$ cat config.mk
export PLATFORM = sky130hd
export DESIGN_NAME = itc_regs
export DESIGN_NICKNAME = d
export VERILOG_FILES = /design/src/common/itc_pkg.sv /design/src/verilog/itc_lin_round.sv /design/src/verilog/itc_regs.sv
export SDC_FILE = /design/constraint.sdc
export NUM_CORES = 1
export LEC_CHECK = 0
export ABC_CLOCK_PERIOD_IN_PS = 6300
export BUFFER_PORTS_ARGS = -buffer_cell sky130_fd_sc_hd__buf_2
export CAP_MARGIN = 20
export CORE_AREA = 2 2 123 155
export CTS_CLUSTER_SIZE = 28
export DETAILED_ROUTE_END_ITERATION = 6
export DIE_AREA = 0 0 125 157
export SYNTH_ARGS = -nofsm -noshare
export SYNTH_HDL_FRONTEND = slang
export SYNTH_SLANG_ARGS = --single-unit
$ cat constraint.sdc
create_clock -name clk_in -period 6.3 [get_ports clk_in]
set_input_delay 0.315 -clock clk_in [delete_from_list [all_inputs] [get_ports clk_in]]
set_output_delay 0.315 -clock clk_in [all_outputs]
set_load 0.005 [all_outputs]
$ cat src/common/itc_pkg.sv
// shared constants for the input threshold command registers
package itc_pkg;

  // command codes that select a register or start the nonvolatile copy
  localparam logic [7:0]  CMD_SCALE_LOOP    = 8'h29;  // feedback scale ratio word
  localparam logic [7:0]  CMD_VOUT_FLOOR    = 8'h2B;  // output-voltage floor word
  localparam logic [7:0]  CMD_VIN_TURN_ON   = 8'h35;  // input turn-on threshold word
  localparam logic [7:0]  CMD_VIN_TURN_OFF  = 8'h36;  // input turn-off threshold word
  localparam logic [7:0]  CMD_STORE_ALL     = 8'h11;  // copy settings to nonvolatile memory

  // linear word layout
  localparam int          EXP_LSB           = 11;     // exponent occupies bits 15:11
  localparam logic [4:0]  EXP_QUARTER_VOLT  = 5'h1E;  // -2, one count is 0.25 V
  localparam logic [4:0]  EXP_VOUT_MODE     = 5'h17;  // -9, one floor count is ~1.95 mV

  // input thresholds, in 0.25 V counts
  localparam logic [7:0]  VON_MIN           = 8'h11;  // 4.25 V
  localparam logic [7:0]  VON_MAX           = 8'h1F;  // 7.75 V
  localparam logic [3:0]  VON_RESET_LOW     = 4'h2;   // 18 counts, 4.5 V
  localparam logic [7:0]  VOFF_MIN          = 8'h10;  // 4.0 V
  localparam logic [7:0]  VOFF_MAX          = 8'h1E;  // 7.5 V
  localparam logic [3:0]  VOFF_RESET_LOW    = 4'h0;   // 16 counts, 4.0 V
  localparam logic [10:0] QV_FIXED_MANT     = 11'h010; // mantissa bit 4 is hard-wired
  localparam logic [15:0] VON_RESET_WORD    = 16'hF012;
  localparam logic [15:0] VOFF_RESET_WORD   = 16'hF010;

  // output floor, in 2^-9 V counts
  localparam logic [15:0] VMIN_WR_MASK      = 16'h0FFF; // bits 15:12 read as zero
  localparam logic [15:0] VMIN_LO_SCALE1    = 16'h00B3; // 179, also the reset value
  localparam logic [15:0] VMIN_HI_SCALE1    = 16'h0300; // 768
  localparam logic [15:0] VMIN_LO_SCALE05   = 16'h0166; // 358
  localparam logic [15:0] VMIN_HI_SCALE05   = 16'h0600; // 1536

  // feedback scale ratio mantissa (exponent -2)
  localparam logic [2:0]  SCALE_ONE         = 3'h4;   // ratio 1, reset value
  localparam logic [2:0]  SCALE_HALF        = 3'h2;   // ratio 0.5

  // nonvolatile copy sequencer
  typedef enum logic [4:0] {
    ST_IDLE  = 5'h01,
    ST_ON    = 5'h02,
    ST_OFF   = 5'h04,
    ST_MIN   = 5'h08,
    ST_SCALE = 5'h10
  } itc_nvm_state_t;

endpackage : itc_pkg

$ cat src/verilog/itc_lin_round.sv
`timescale 1ns/10ps
// converts a written linear word into 0.25 V counts, rounded to nearest
module itc_lin_round (
  input  wire logic [15:0] word_in,  // linear word as written by the host
  output logic      [7:0]  qv_out,   // rounded value in 0.25 V counts
  output logic             ovf_out   // negative, or too large at an exponent of -2 or coarser
);

  // exponent and mantissa are both two's complement
  logic signed [4:0]  exp_s;   // written exponent
  logic        [4:0]  shift;   // shift amount for either direction
  logic        [26:0] wide;    // headroom for the largest left shift

  // rounding happens before range checks so that 4.3 V lands on 4.25 V
  always_comb begin
    exp_s   = $signed(word_in[15:11]);
    shift   = 5'h00;
    wide    = 27'h0;
    qv_out  = 8'h00;
    ovf_out = 1'b0;
    if (word_in[10]) begin
      // a negative voltage is never a legal threshold
      ovf_out = 1'b1;
    end else if (exp_s >= $signed(itc_pkg::EXP_QUARTER_VOLT)) begin
      // coarser or equal weight: exact, only overflow to check
      shift   = 5'(exp_s - $signed(itc_pkg::EXP_QUARTER_VOLT));
      wide    = {16'h0000, word_in[10:0]} << shift;
      ovf_out = |wide[26:8];
      qv_out  = wide[7:0];
    end else begin
      // finer weight: add half a step, then drop the extra bits
      shift   = 5'($signed(itc_pkg::EXP_QUARTER_VOLT) - exp_s);
      wide    = ({16'h0000, word_in[10:0]} + (27'h1 << (shift - 5'h01))) >> shift;
      qv_out  = wide[7:0];
    end
  end

endmodule : itc_lin_round

$ cat src/verilog/itc_regs.sv
`timescale 1ns/10ps
module itc_regs (
  input  wire logic        clk_in,                          // 40 MHz core clock
  input  wire logic        rst_n_in,                        // synchronous, active low
  input  wire logic        cmd_wr_in,                       // write command strobe
  input  wire logic        cmd_rd_in,                       // read command strobe
  input  wire logic [7:0]  cmd_code_in,                     // command code
  input  wire logic [15:0] cmd_data_in,                     // write data word
  input  wire logic        clear_faults_in,                 // clears all sticky flags
  input  wire logic [7:0]  vin_qv_in,                       // measured input, 0.25 V counts
  input  wire logic        startup_ok_in,                   // every other start condition met
  input  wire logic        output_on_in,                    // output stage is on
  input  wire logic [15:0] vout_target_in,                  // requested output, 2^-9 V counts
  output logic      [15:0] rd_data_out,                     // read data
  output logic             rd_valid_out,                    // read data valid pulse
  output logic             cmd_nack_out,                    // unsupported command pulse
  output logic             run_enable_out,                  // input allows operation
  output logic      [15:0] vref_out,                        // reference after floor clamp
  output logic             vout_clamped_out,                // target is being held at floor
  output logic             cml_flag_out,                    // communication flag
  output logic             invalid_data_flag_out,           // invalid data flag
  output logic             miscellaneous_status_flag_out,   // other flag
  output logic             output_voltage_warning_flag_out, // output voltage warning
  output logic             output_limit_warning_flag_out,   // output min/max warning
  output logic             smbalert_out,                    // alert request, active high
  output logic             nvm_wr_out,                      // nonvolatile write pulse
  output logic      [7:0]  nvm_cmd_out,                     // command code being saved
  output logic      [15:0] nvm_data_out,                    // word being saved
  output logic             nvm_busy_out                     // copy sequence running
);

  // stored fields: only writable bits are kept, fixed bits come from constants
  logic [3:0]  von_low_q;       // turn-on mantissa bits 3:0
  logic [3:0]  voff_low_q;      // turn-off mantissa bits 3:0
  logic [15:0] vmin_q;          // output floor mantissa
  logic [2:0]  scale_q;         // scale ratio mantissa bits 2:0

  // write decode results
  logic [7:0]  wr_qv;           // rounded threshold from the converter
  logic        wr_ovf;          // converter could not represent it
  logic [7:0]  von_cur;         // current turn-on threshold in counts
  logic [7:0]  voff_cur;        // current turn-off threshold in counts
  logic        wr_on_ok;        // turn-on write accepted
  logic        wr_off_ok;       // turn-off write accepted
  logic        wr_min_ok;       // floor write accepted
  logic        wr_scale_ok;     // scale write accepted
  logic        wr_known;        // write hits a writable command
  logic        wr_reject;       // write carries invalid data

  // floor clamp
  logic        below_floor;     // target under the floor while output on
  logic        clamp_q;         // below_floor one cycle ago
  logic [15:0] vout_eff;        // target after clamp, output volts

  // sticky flags
  logic        cml_d;
  logic        cml_q;
  logic        ivd_d;
  logic        ivd_q;
  logic        oth_d;
  logic        oth_q;
  logic        vfw_d;
  logic        vfw_q;
  logic        lim_d;
  logic        lim_q;

  // read path and copy sequencer
  logic [15:0]    rd_data_q;
  logic           rd_valid_q;
  logic           nack_q;
  logic           run_q;
  logic [15:0]    vref_q;
  logic           nvm_wr_q;
  logic [7:0]     nvm_cmd_q;
  logic [15:0]    nvm_data_q;
  itc_pkg::itc_nvm_state_t nvm_state_q;
  itc_pkg::itc_nvm_state_t nvm_state_d;

  // builds a threshold word from its writable bits
  function automatic logic [15:0] qv_word(input logic [3:0] low);
    qv_word = {itc_pkg::EXP_QUARTER_VOLT, itc_pkg::QV_FIXED_MANT | {7'h00, low}};
  endfunction : qv_word

  // builds the scale ratio word from its writable bits
  function automatic logic [15:0] scale_word(input logic [2:0] mant);
    scale_word = {itc_pkg::EXP_QUARTER_VOLT, 8'h00, mant};
  endfunction : scale_word

  // returns the read word for a command code, zero for unknown codes
  function automatic logic [15:0] reg_word(input logic [7:0] code, input logic [3:0] on_l,
                                           input logic [3:0] off_l, input logic [15:0] vmin,
                                           input logic [2:0] scl);
    unique case (code)
      itc_pkg::CMD_VIN_TURN_ON:  reg_word = qv_word(on_l);
      itc_pkg::CMD_VIN_TURN_OFF: reg_word = qv_word(off_l);
      itc_pkg::CMD_VOUT_FLOOR:   reg_word = vmin & itc_pkg::VMIN_WR_MASK;
      itc_pkg::CMD_SCALE_LOOP:   reg_word = scale_word(scl);
      default:                   reg_word = 16'h0000;
    endcase
  endfunction : reg_word

  // write data rounding shared by both threshold commands
  itc_lin_round u_round (
    .word_in (cmd_data_in),
    .qv_out  (wr_qv),
    .ovf_out (wr_ovf)
  );

  // current thresholds rebuilt from their fixed upper bit
  assign von_cur  = {4'h1, von_low_q};
  assign voff_cur = {4'h1, voff_low_q};

  // range and ordering checks on every write candidate
  always_comb begin
    wr_on_ok    = 1'b0;
    wr_off_ok   = 1'b0;
    wr_min_ok   = 1'b0;
    wr_scale_ok = 1'b0;
    wr_known    = 1'b0;
    if (cmd_wr_in) begin
      unique case (cmd_code_in)
        itc_pkg::CMD_VIN_TURN_ON: begin
          wr_known = 1'b1;
          // the rounded count must sit in range and above turn-off
          wr_on_ok = !wr_ovf && wr_qv >= itc_pkg::VON_MIN && wr_qv <= itc_pkg::VON_MAX
                     && wr_qv > voff_cur;
        end
        itc_pkg::CMD_VIN_TURN_OFF: begin
          wr_known  = 1'b1;
          wr_off_ok = !wr_ovf && wr_qv >= itc_pkg::VOFF_MIN && wr_qv <= itc_pkg::VOFF_MAX
                      && wr_qv < von_cur;
        end
        itc_pkg::CMD_VOUT_FLOOR: begin
          wr_known = 1'b1;
          // the legal floor window follows the scale ratio already in force
          if (scale_q == itc_pkg::SCALE_ONE) begin
            wr_min_ok = cmd_data_in >= itc_pkg::VMIN_LO_SCALE1
                        && cmd_data_in <= itc_pkg::VMIN_HI_SCALE1;
          end else begin
            wr_min_ok = cmd_data_in >= itc_pkg::VMIN_LO_SCALE05
                        && cmd_data_in <= itc_pkg::VMIN_HI_SCALE05;
          end
        end
        itc_pkg::CMD_SCALE_LOOP: begin
          wr_known    = 1'b1;
          // read-only bits are ignored, only the writable field decides
          wr_scale_ok = cmd_data_in[2:0] == itc_pkg::SCALE_ONE
                        || cmd_data_in[2:0] == itc_pkg::SCALE_HALF;
        end
        default: wr_known = 1'b0;
      endcase
    end
  end

  // a known write that fails its check is invalid data
  assign wr_reject = wr_known && !(wr_on_ok || wr_off_ok || wr_min_ok || wr_scale_ok);

  // turn-on threshold: the fixed upper bit is implied, never stored
  always_ff @(posedge clk_in) begin
    if (!rst_n_in) begin
      von_low_q <= itc_pkg::VON_RESET_LOW;
    end else if (wr_on_ok) begin
      von_low_q <= wr_qv[3:0];
    end
  end

  // turn-off threshold: same layout as turn-on
  always_ff @(posedge clk_in) begin
    if (!rst_n_in) begin
      voff_low_q <= itc_pkg::VOFF_RESET_LOW;
    end else if (wr_off_ok) begin
      voff_low_q <= wr_qv[3:0];
    end
  end

  // output floor; a changed scale does not rescale it, software reprograms it
  always_ff @(posedge clk_in) begin
    if (!rst_n_in) begin
      vmin_q <= itc_pkg::VMIN_LO_SCALE1;
    end else if (wr_min_ok) begin
      vmin_q <= cmd_data_in & itc_pkg::VMIN_WR_MASK;
    end
  end

  // feedback scale ratio
  always_ff @(posedge clk_in) begin
    if (!rst_n_in) begin
      scale_q <= itc_pkg::SCALE_ONE;
    end else if (wr_scale_ok) begin
      scale_q <= cmd_data_in[2:0];
    end
  end

  // input window: start above turn-on, stop at or below turn-off
  always_ff @(posedge clk_in) begin
    if (!rst_n_in) begin
      run_q <= 1'b0;
    end else if (run_q && vin_qv_in <= voff_cur) begin
      run_q <= 1'b0;
    end else if (!run_q && vin_qv_in > von_cur && startup_ok_in) begin
      run_q <= 1'b1;
    end
  end

  // floor comparison is done in output volts, both in 2^-9 V counts
  assign below_floor = output_on_in && (vout_target_in < vmin_q);
  assign vout_eff    = below_floor ? vmin_q : vout_target_in;

  // reference follows the scale ratio; half ratio halves the reference
  always_ff @(posedge clk_in) begin
    if (!rst_n_in) begin
      vref_q  <= 16'h0000;
      clamp_q <= 1'b0;
    end else begin
      vref_q  <= (scale_q == itc_pkg::SCALE_HALF) ? {1'b0, vout_eff[15:1]} : vout_eff;
      clamp_q <= below_floor;
    end
  end

  // flag next values: a new event always wins over a clear in the same cycle
  always_comb begin
    cml_d = clear_faults_in ? 1'b0 : cml_q;
    ivd_d = clear_faults_in ? 1'b0 : ivd_q;
    oth_d = clear_faults_in ? 1'b0 : oth_q;
    vfw_d = clear_faults_in ? 1'b0 : vfw_q;
    lim_d = clear_faults_in ? 1'b0 : lim_q;
    if (wr_reject) begin
      cml_d = 1'b1;
      ivd_d = 1'b1;
    end
    // only the entry into clamping raises the warnings, so a clear sticks
    if (below_floor && !clamp_q) begin
      oth_d = 1'b1;
      vfw_d = 1'b1;
      lim_d = 1'b1;
    end
  end

  // sticky flags and the alert they drive
  always_ff @(posedge clk_in) begin
    if (!rst_n_in) begin
      cml_q        <= 1'b0;
      ivd_q        <= 1'b0;
      oth_q        <= 1'b0;
      vfw_q        <= 1'b0;
      lim_q        <= 1'b0;
      smbalert_out <= 1'b0;
    end else begin
      cml_q        <= cml_d;
      ivd_q        <= ivd_d;
      oth_q        <= oth_d;
      vfw_q        <= vfw_d;
      lim_q        <= lim_d;
      smbalert_out <= cml_d | ivd_d | oth_d | vfw_d | lim_d;
    end
  end

  // read answer one cycle after the strobe; unknown codes answer zero and nack
  always_ff @(posedge clk_in) begin
    if (!rst_n_in) begin
      rd_data_q  <= 16'h0000;
      rd_valid_q <= 1'b0;
      nack_q     <= 1'b0;
    end else begin
      rd_valid_q <= cmd_rd_in;
      rd_data_q  <= cmd_rd_in ? reg_word(cmd_code_in, von_low_q, voff_low_q, vmin_q, scale_q)
                              : 16'h0000;
      // the store command is a write without data meaning; anything else unknown nacks
      nack_q     <= (cmd_rd_in && reg_word(cmd_code_in, 4'h0, 4'h0, 16'h0000, 3'h0) == 16'h0000
                     && cmd_code_in != itc_pkg::CMD_VOUT_FLOOR)
                    || (cmd_wr_in && !wr_known && cmd_code_in != itc_pkg::CMD_STORE_ALL);
    end
  end

  // copy sequencer: one word per cycle, a store during a copy is ignored
  always_comb begin
    nvm_state_d = nvm_state_q;
    unique case (nvm_state_q)
      itc_pkg::ST_IDLE: begin
        if (cmd_wr_in && cmd_code_in == itc_pkg::CMD_STORE_ALL) begin
          nvm_state_d = itc_pkg::ST_ON;
        end
      end
      itc_pkg::ST_ON:    nvm_state_d = itc_pkg::ST_OFF;
      itc_pkg::ST_OFF:   nvm_state_d = itc_pkg::ST_MIN;
      itc_pkg::ST_MIN:   nvm_state_d = itc_pkg::ST_SCALE;
      itc_pkg::ST_SCALE: nvm_state_d = itc_pkg::ST_IDLE;
      default:           nvm_state_d = itc_pkg::ST_IDLE;
    endcase
  end

  // sequencer state
  always_ff @(posedge clk_in) begin
    if (!rst_n_in) begin
      nvm_state_q  <= itc_pkg::ST_IDLE;
      nvm_busy_out <= 1'b0;
    end else begin
      nvm_state_q  <= nvm_state_d;
      nvm_busy_out <= nvm_state_d != itc_pkg::ST_IDLE; // flop, not a state decode
    end
  end

  // copy outputs: live register contents, so a write during a copy may be seen
  always_ff @(posedge clk_in) begin
    if (!rst_n_in) begin
      nvm_wr_q   <= 1'b0;
      nvm_cmd_q  <= 8'h00;
      nvm_data_q <= 16'h0000;
    end else begin
      nvm_wr_q   <= nvm_state_q != itc_pkg::ST_IDLE;
      nvm_cmd_q  <= 8'h00;
      nvm_data_q <= 16'h0000;
      unique case (nvm_state_q)
        itc_pkg::ST_ON: begin
          nvm_cmd_q  <= itc_pkg::CMD_VIN_TURN_ON;
          nvm_data_q <= qv_word(von_low_q);
        end
        itc_pkg::ST_OFF: begin
          nvm_cmd_q  <= itc_pkg::CMD_VIN_TURN_OFF;
          nvm_data_q <= qv_word(voff_low_q);
        end
        itc_pkg::ST_MIN: begin
          nvm_cmd_q  <= itc_pkg::CMD_VOUT_FLOOR;
          nvm_data_q <= vmin_q;
        end
        itc_pkg::ST_SCALE: begin
          nvm_cmd_q  <= itc_pkg::CMD_SCALE_LOOP;
          nvm_data_q <= scale_word(scale_q);
        end
        default: nvm_cmd_q <= 8'h00;
      endcase
    end
  end

  // outputs straight from flip-flops
  assign rd_data_out                     = rd_data_q;
  assign rd_valid_out                    = rd_valid_q;
  assign cmd_nack_out                    = nack_q;
  assign run_enable_out                  = run_q;
  assign vref_out                        = vref_q;
  assign vout_clamped_out                = clamp_q;
  assign cml_flag_out                    = cml_q;
  assign invalid_data_flag_out           = ivd_q;
  assign miscellaneous_status_flag_out   = oth_q;
  assign output_voltage_warning_flag_out = vfw_q;
  assign output_limit_warning_flag_out   = lim_q;
  assign nvm_wr_out                      = nvm_wr_q;
  assign nvm_cmd_out                     = nvm_cmd_q;
  assign nvm_data_out                    = nvm_data_q;

endmodule : itc_regs

==> reports/metrics.cfg <==
[clock_tree]
numClockSinks = 87
cts-root-buf = clkbuf_16
clkTransAtPathRegs_ns = 0.07
cts_hold_buf = 0
htreeDepth = 3
numCtsBuffers = 9
cts.path.max_buffers = 2
cts_tree = yes
worstSkewPairLatency_ns = 0.34

[grt]
grt_first_pass_wirelength_mm = 37.3
grt-ovfl-total = 0
antenna_found_initial = 0
grt_max_degree = 47
grt_pass1_vias = 6929
grt_use_total_pct = 23.3

[route]
drc = 0
drt_wl_total_mm = 23.3
wl_per_cell_um = 18.5
drt-vias-per-instance = 5.99
routed-via-count = 7548
ant_nets = 0
drt_pass1_iterations = 6
drt-initial-drc-count = 699

[layout]
drive_above_1_share_pct = 23.2
final_nets = 1129
antenna_cells = 0
area_growth_pct = 18.3
final_cells = 1260
final_util_pct = 46.9
stdcell_area_sq_um = 8450

[yosys]
syn_inst = 913
synth-seq-cells = 87
yosys_warnings = 0
synthFlopType = dfxtp_1
syn_area_sq_um = 7140
synth.avg_cell_area_sq_um = 7.82
synth_edf_count = 0
yosysUniqueCellTypes = 90
ys_seq_area_share_pct = 24.4
async_reset_ff_share_pct = 0

[sta]
tns_ns = 0
finalHoldViolCount = 0
fmax_ghz = 0.169
holdWs_ns = 0.213
fin_crit_ns = 5.92
relSlewSlack_pct = 28.4
slew_violations = 0
setup_viol = 0
max_slew.worst_pin.slew_ns = 1.06
setup_ws_ns = 0.378
period_share_pct = 94.0
skew_ns = 0.00870
rsz0062_at_grt = false

[floorplanning]
die_w_um = 125
rows = 55
die-area_sq_um = 19600
pin_count = 123
core_sq_um = 18000
initial_utilization_pct = 39.6
die_h_um = 157

[setup_path]
critPathCaptureType = register
critical_path_class = input pin to register
crit_arrival_ns = 6.16
critical_path.max_fanout = 8
r2r_cells = 12
crit_path_start_kind = input pin
worstPathRequired_ns = 6.54

[power]
leakage_nw = 3.73
finalPower_mw = 1.44
vdd_drop_max_mv = 0.118
p_per_area_nw_per_um2 = 170

[place]
dp_hpwl_mm = 18.1
io_buffers = 120
gp_congestion = 0.939
dp.cells = 1241
place_area_sq_um = 8110
dp_slack_ns = -0.00469

[min_path]
hp-class = input pin to register
hold_depth = 3

[run_status]
outcome = finished, final reports clean

[run]
maxCapViolCount = 0

[what timing repair did]
| item | CTS | global route |
|---|---|---|
| setup buffers | 0 | 3 |
| setup endpoints to repair | 0 | 7 |
| endpoints found under the hold margin | 0 | 0 |
| resized for setup | 0 | 10 |
[sequential cells by signal (all words and copies together), names as in the netlist, 3 cells and up]
register      count
von_low_q         4
rd_data_out      13
nvm_data_out     13
voff_low_q        4
vref_out         16
scale_q           3
nvm_state_q       5
nvm_cmd_out       5
vmin_q           12
[cells in the final DEF, fill, tap and decap left out, types with 7 or more instances in the layout]
master     count
clkbuf_16      9
o21ai_0       39
nand2_1       74
nand3_1       26
a31oi_1       10
nor2b_1       16
o21a_1        11
and2_1        13
inv_1         43
mux4_2         7
nor2_1        79
nand2b_1      18
and3_1        20
dfxtp_1       87
o211ai_1      14
a211oi_1      10
mux2i_1       22
ha_1          44
a22oi_1       13
xnor2_1        9
o22ai_1       13
buf_4         52
buf_2        120
nor3_1        19
a211o_1        7
or3_1         10
nand4_1       15
a21oi_1       53
nor4_1        16
a21o_1        14
[layer usage]
layer  share of wire [%]  wire, um  global-route usage (%)  vias to the layer above
met4                 5.5      1270                    12.9                        0
met2                  48     11200                    41.0                      316
met5                   0         0                       0                        -
li1                    -         -                       -                     3633
met1                  41      9540                    27.7                     3520
met3                 5.4      1250                    2.69                       79
[report_power, final]
group          internal [mW]  switching [mW]  total [mW]
sequential             0.557         0.00232       0.560
clock                  0.272           0.228       0.500
combinational          0.150           0.230       0.380
[synthesized netlist by cell type, types with 5 or more instances]
cell	instances	area, sq um
dfxtp_1	87	1740
nor2_1	80	300
nand2_1	74	278
a21oi_1	53	265
clkbuf_1	49	184
ha_1	46	576
inv_1	43	161
o21ai_0	40	200
nand3_1	26	130
mux2i_1	22	220
and3_1	20	125
nor3_1	20	100
nand2b_1	18	113
nor4_1	18	113
nor2b_1	16	100
nand4_1	15	93.8
a21o_1	14	105
o211ai_1	14	105
a22oi_1	13	97.6
and2_1	13	81.3
o22ai_1	13	81.3
a211oi_1	12	90.1
a31oi_1	12	75.1
buf_4	11	82.6
o21a_1	11	82.6
or3_1	10	62.6
xnor2_1	9	78.8
a211o_1	7	61.3
mux4_2	7	158
and4_1	6	52.6
buf_2	6	30.0
o211a_1	6	60.1
o31ai_1	6	45.0
a2111oi_0	5	43.8
a31o_2	5	43.8
o2111ai_1	5	43.8
o311ai_0	5	43.8
o41ai_1	5	43.8
or2_2	5	31.3
[worst max-delay path, stage by stage]
cell and delay, ns:
buf_2 0.12, inv_2 0.06, ha_1 0.20, mux2_4 0.27, a221o_1 0.41, or2_4 0.29
a22oi_2 0.30, nor2_1 0.11, ha_1 0.40, a21o_1 0.23, a21o_1 0.19, a221o_1 0.37
and2_1 0.19, a21oi_2 0.20, mux4_2 0.28, a21oi_1 0.06, or3_1 0.34, inv_1 0.14
ha_1 0.26, nor2b_1 0.14, o21a_1 0.18, o21ai_1 0.14, and3b_1 0.22, nand3_1 0.11
or3_1 0.39, o41ai_1 0.23
[layout make-up]
class	count	area (sq um)
clock buffer	9	225
fill	1824	9580
timing repair buffer	173	1010
inverter	44	165
tap	228	285
clock inverter	7	55.1
sequential	87	1740
multi-input combinational	712	4970
[path summary, 6_finish.rpt]
| check | from | to | slack, ns |
|---|---|---|---|
| worst max-delay path | cmd_data_in[11] | voff_low_q[3] | 0.38 |
| worst min-delay path | vin_qv_in[5] | run_enable_out | 0.21 |
| worst max register to register | vmin_q[1] | smbalert_out | 3.03 |
| worst min register to register | invalid_data_flag_out | invalid_data_flag_out | 0.50 |
[cell families (layout without fill, tap and decap cells)]
family          Yosys count  count (layout)  share of synthesized area [%]
mux                      32              32                           5.82
flops                    87              87                           24.4
compound gates          270             270                           27.0
xor+xnor                 14              14                           2.14
buf+inv                 115             233                           6.94
other cells               1               2                         0.0525
fa+ha+maj                47              47                           8.34
simple gates            347             347                           25.3
No activity file was read; power rests on OpenSTA's default activity.
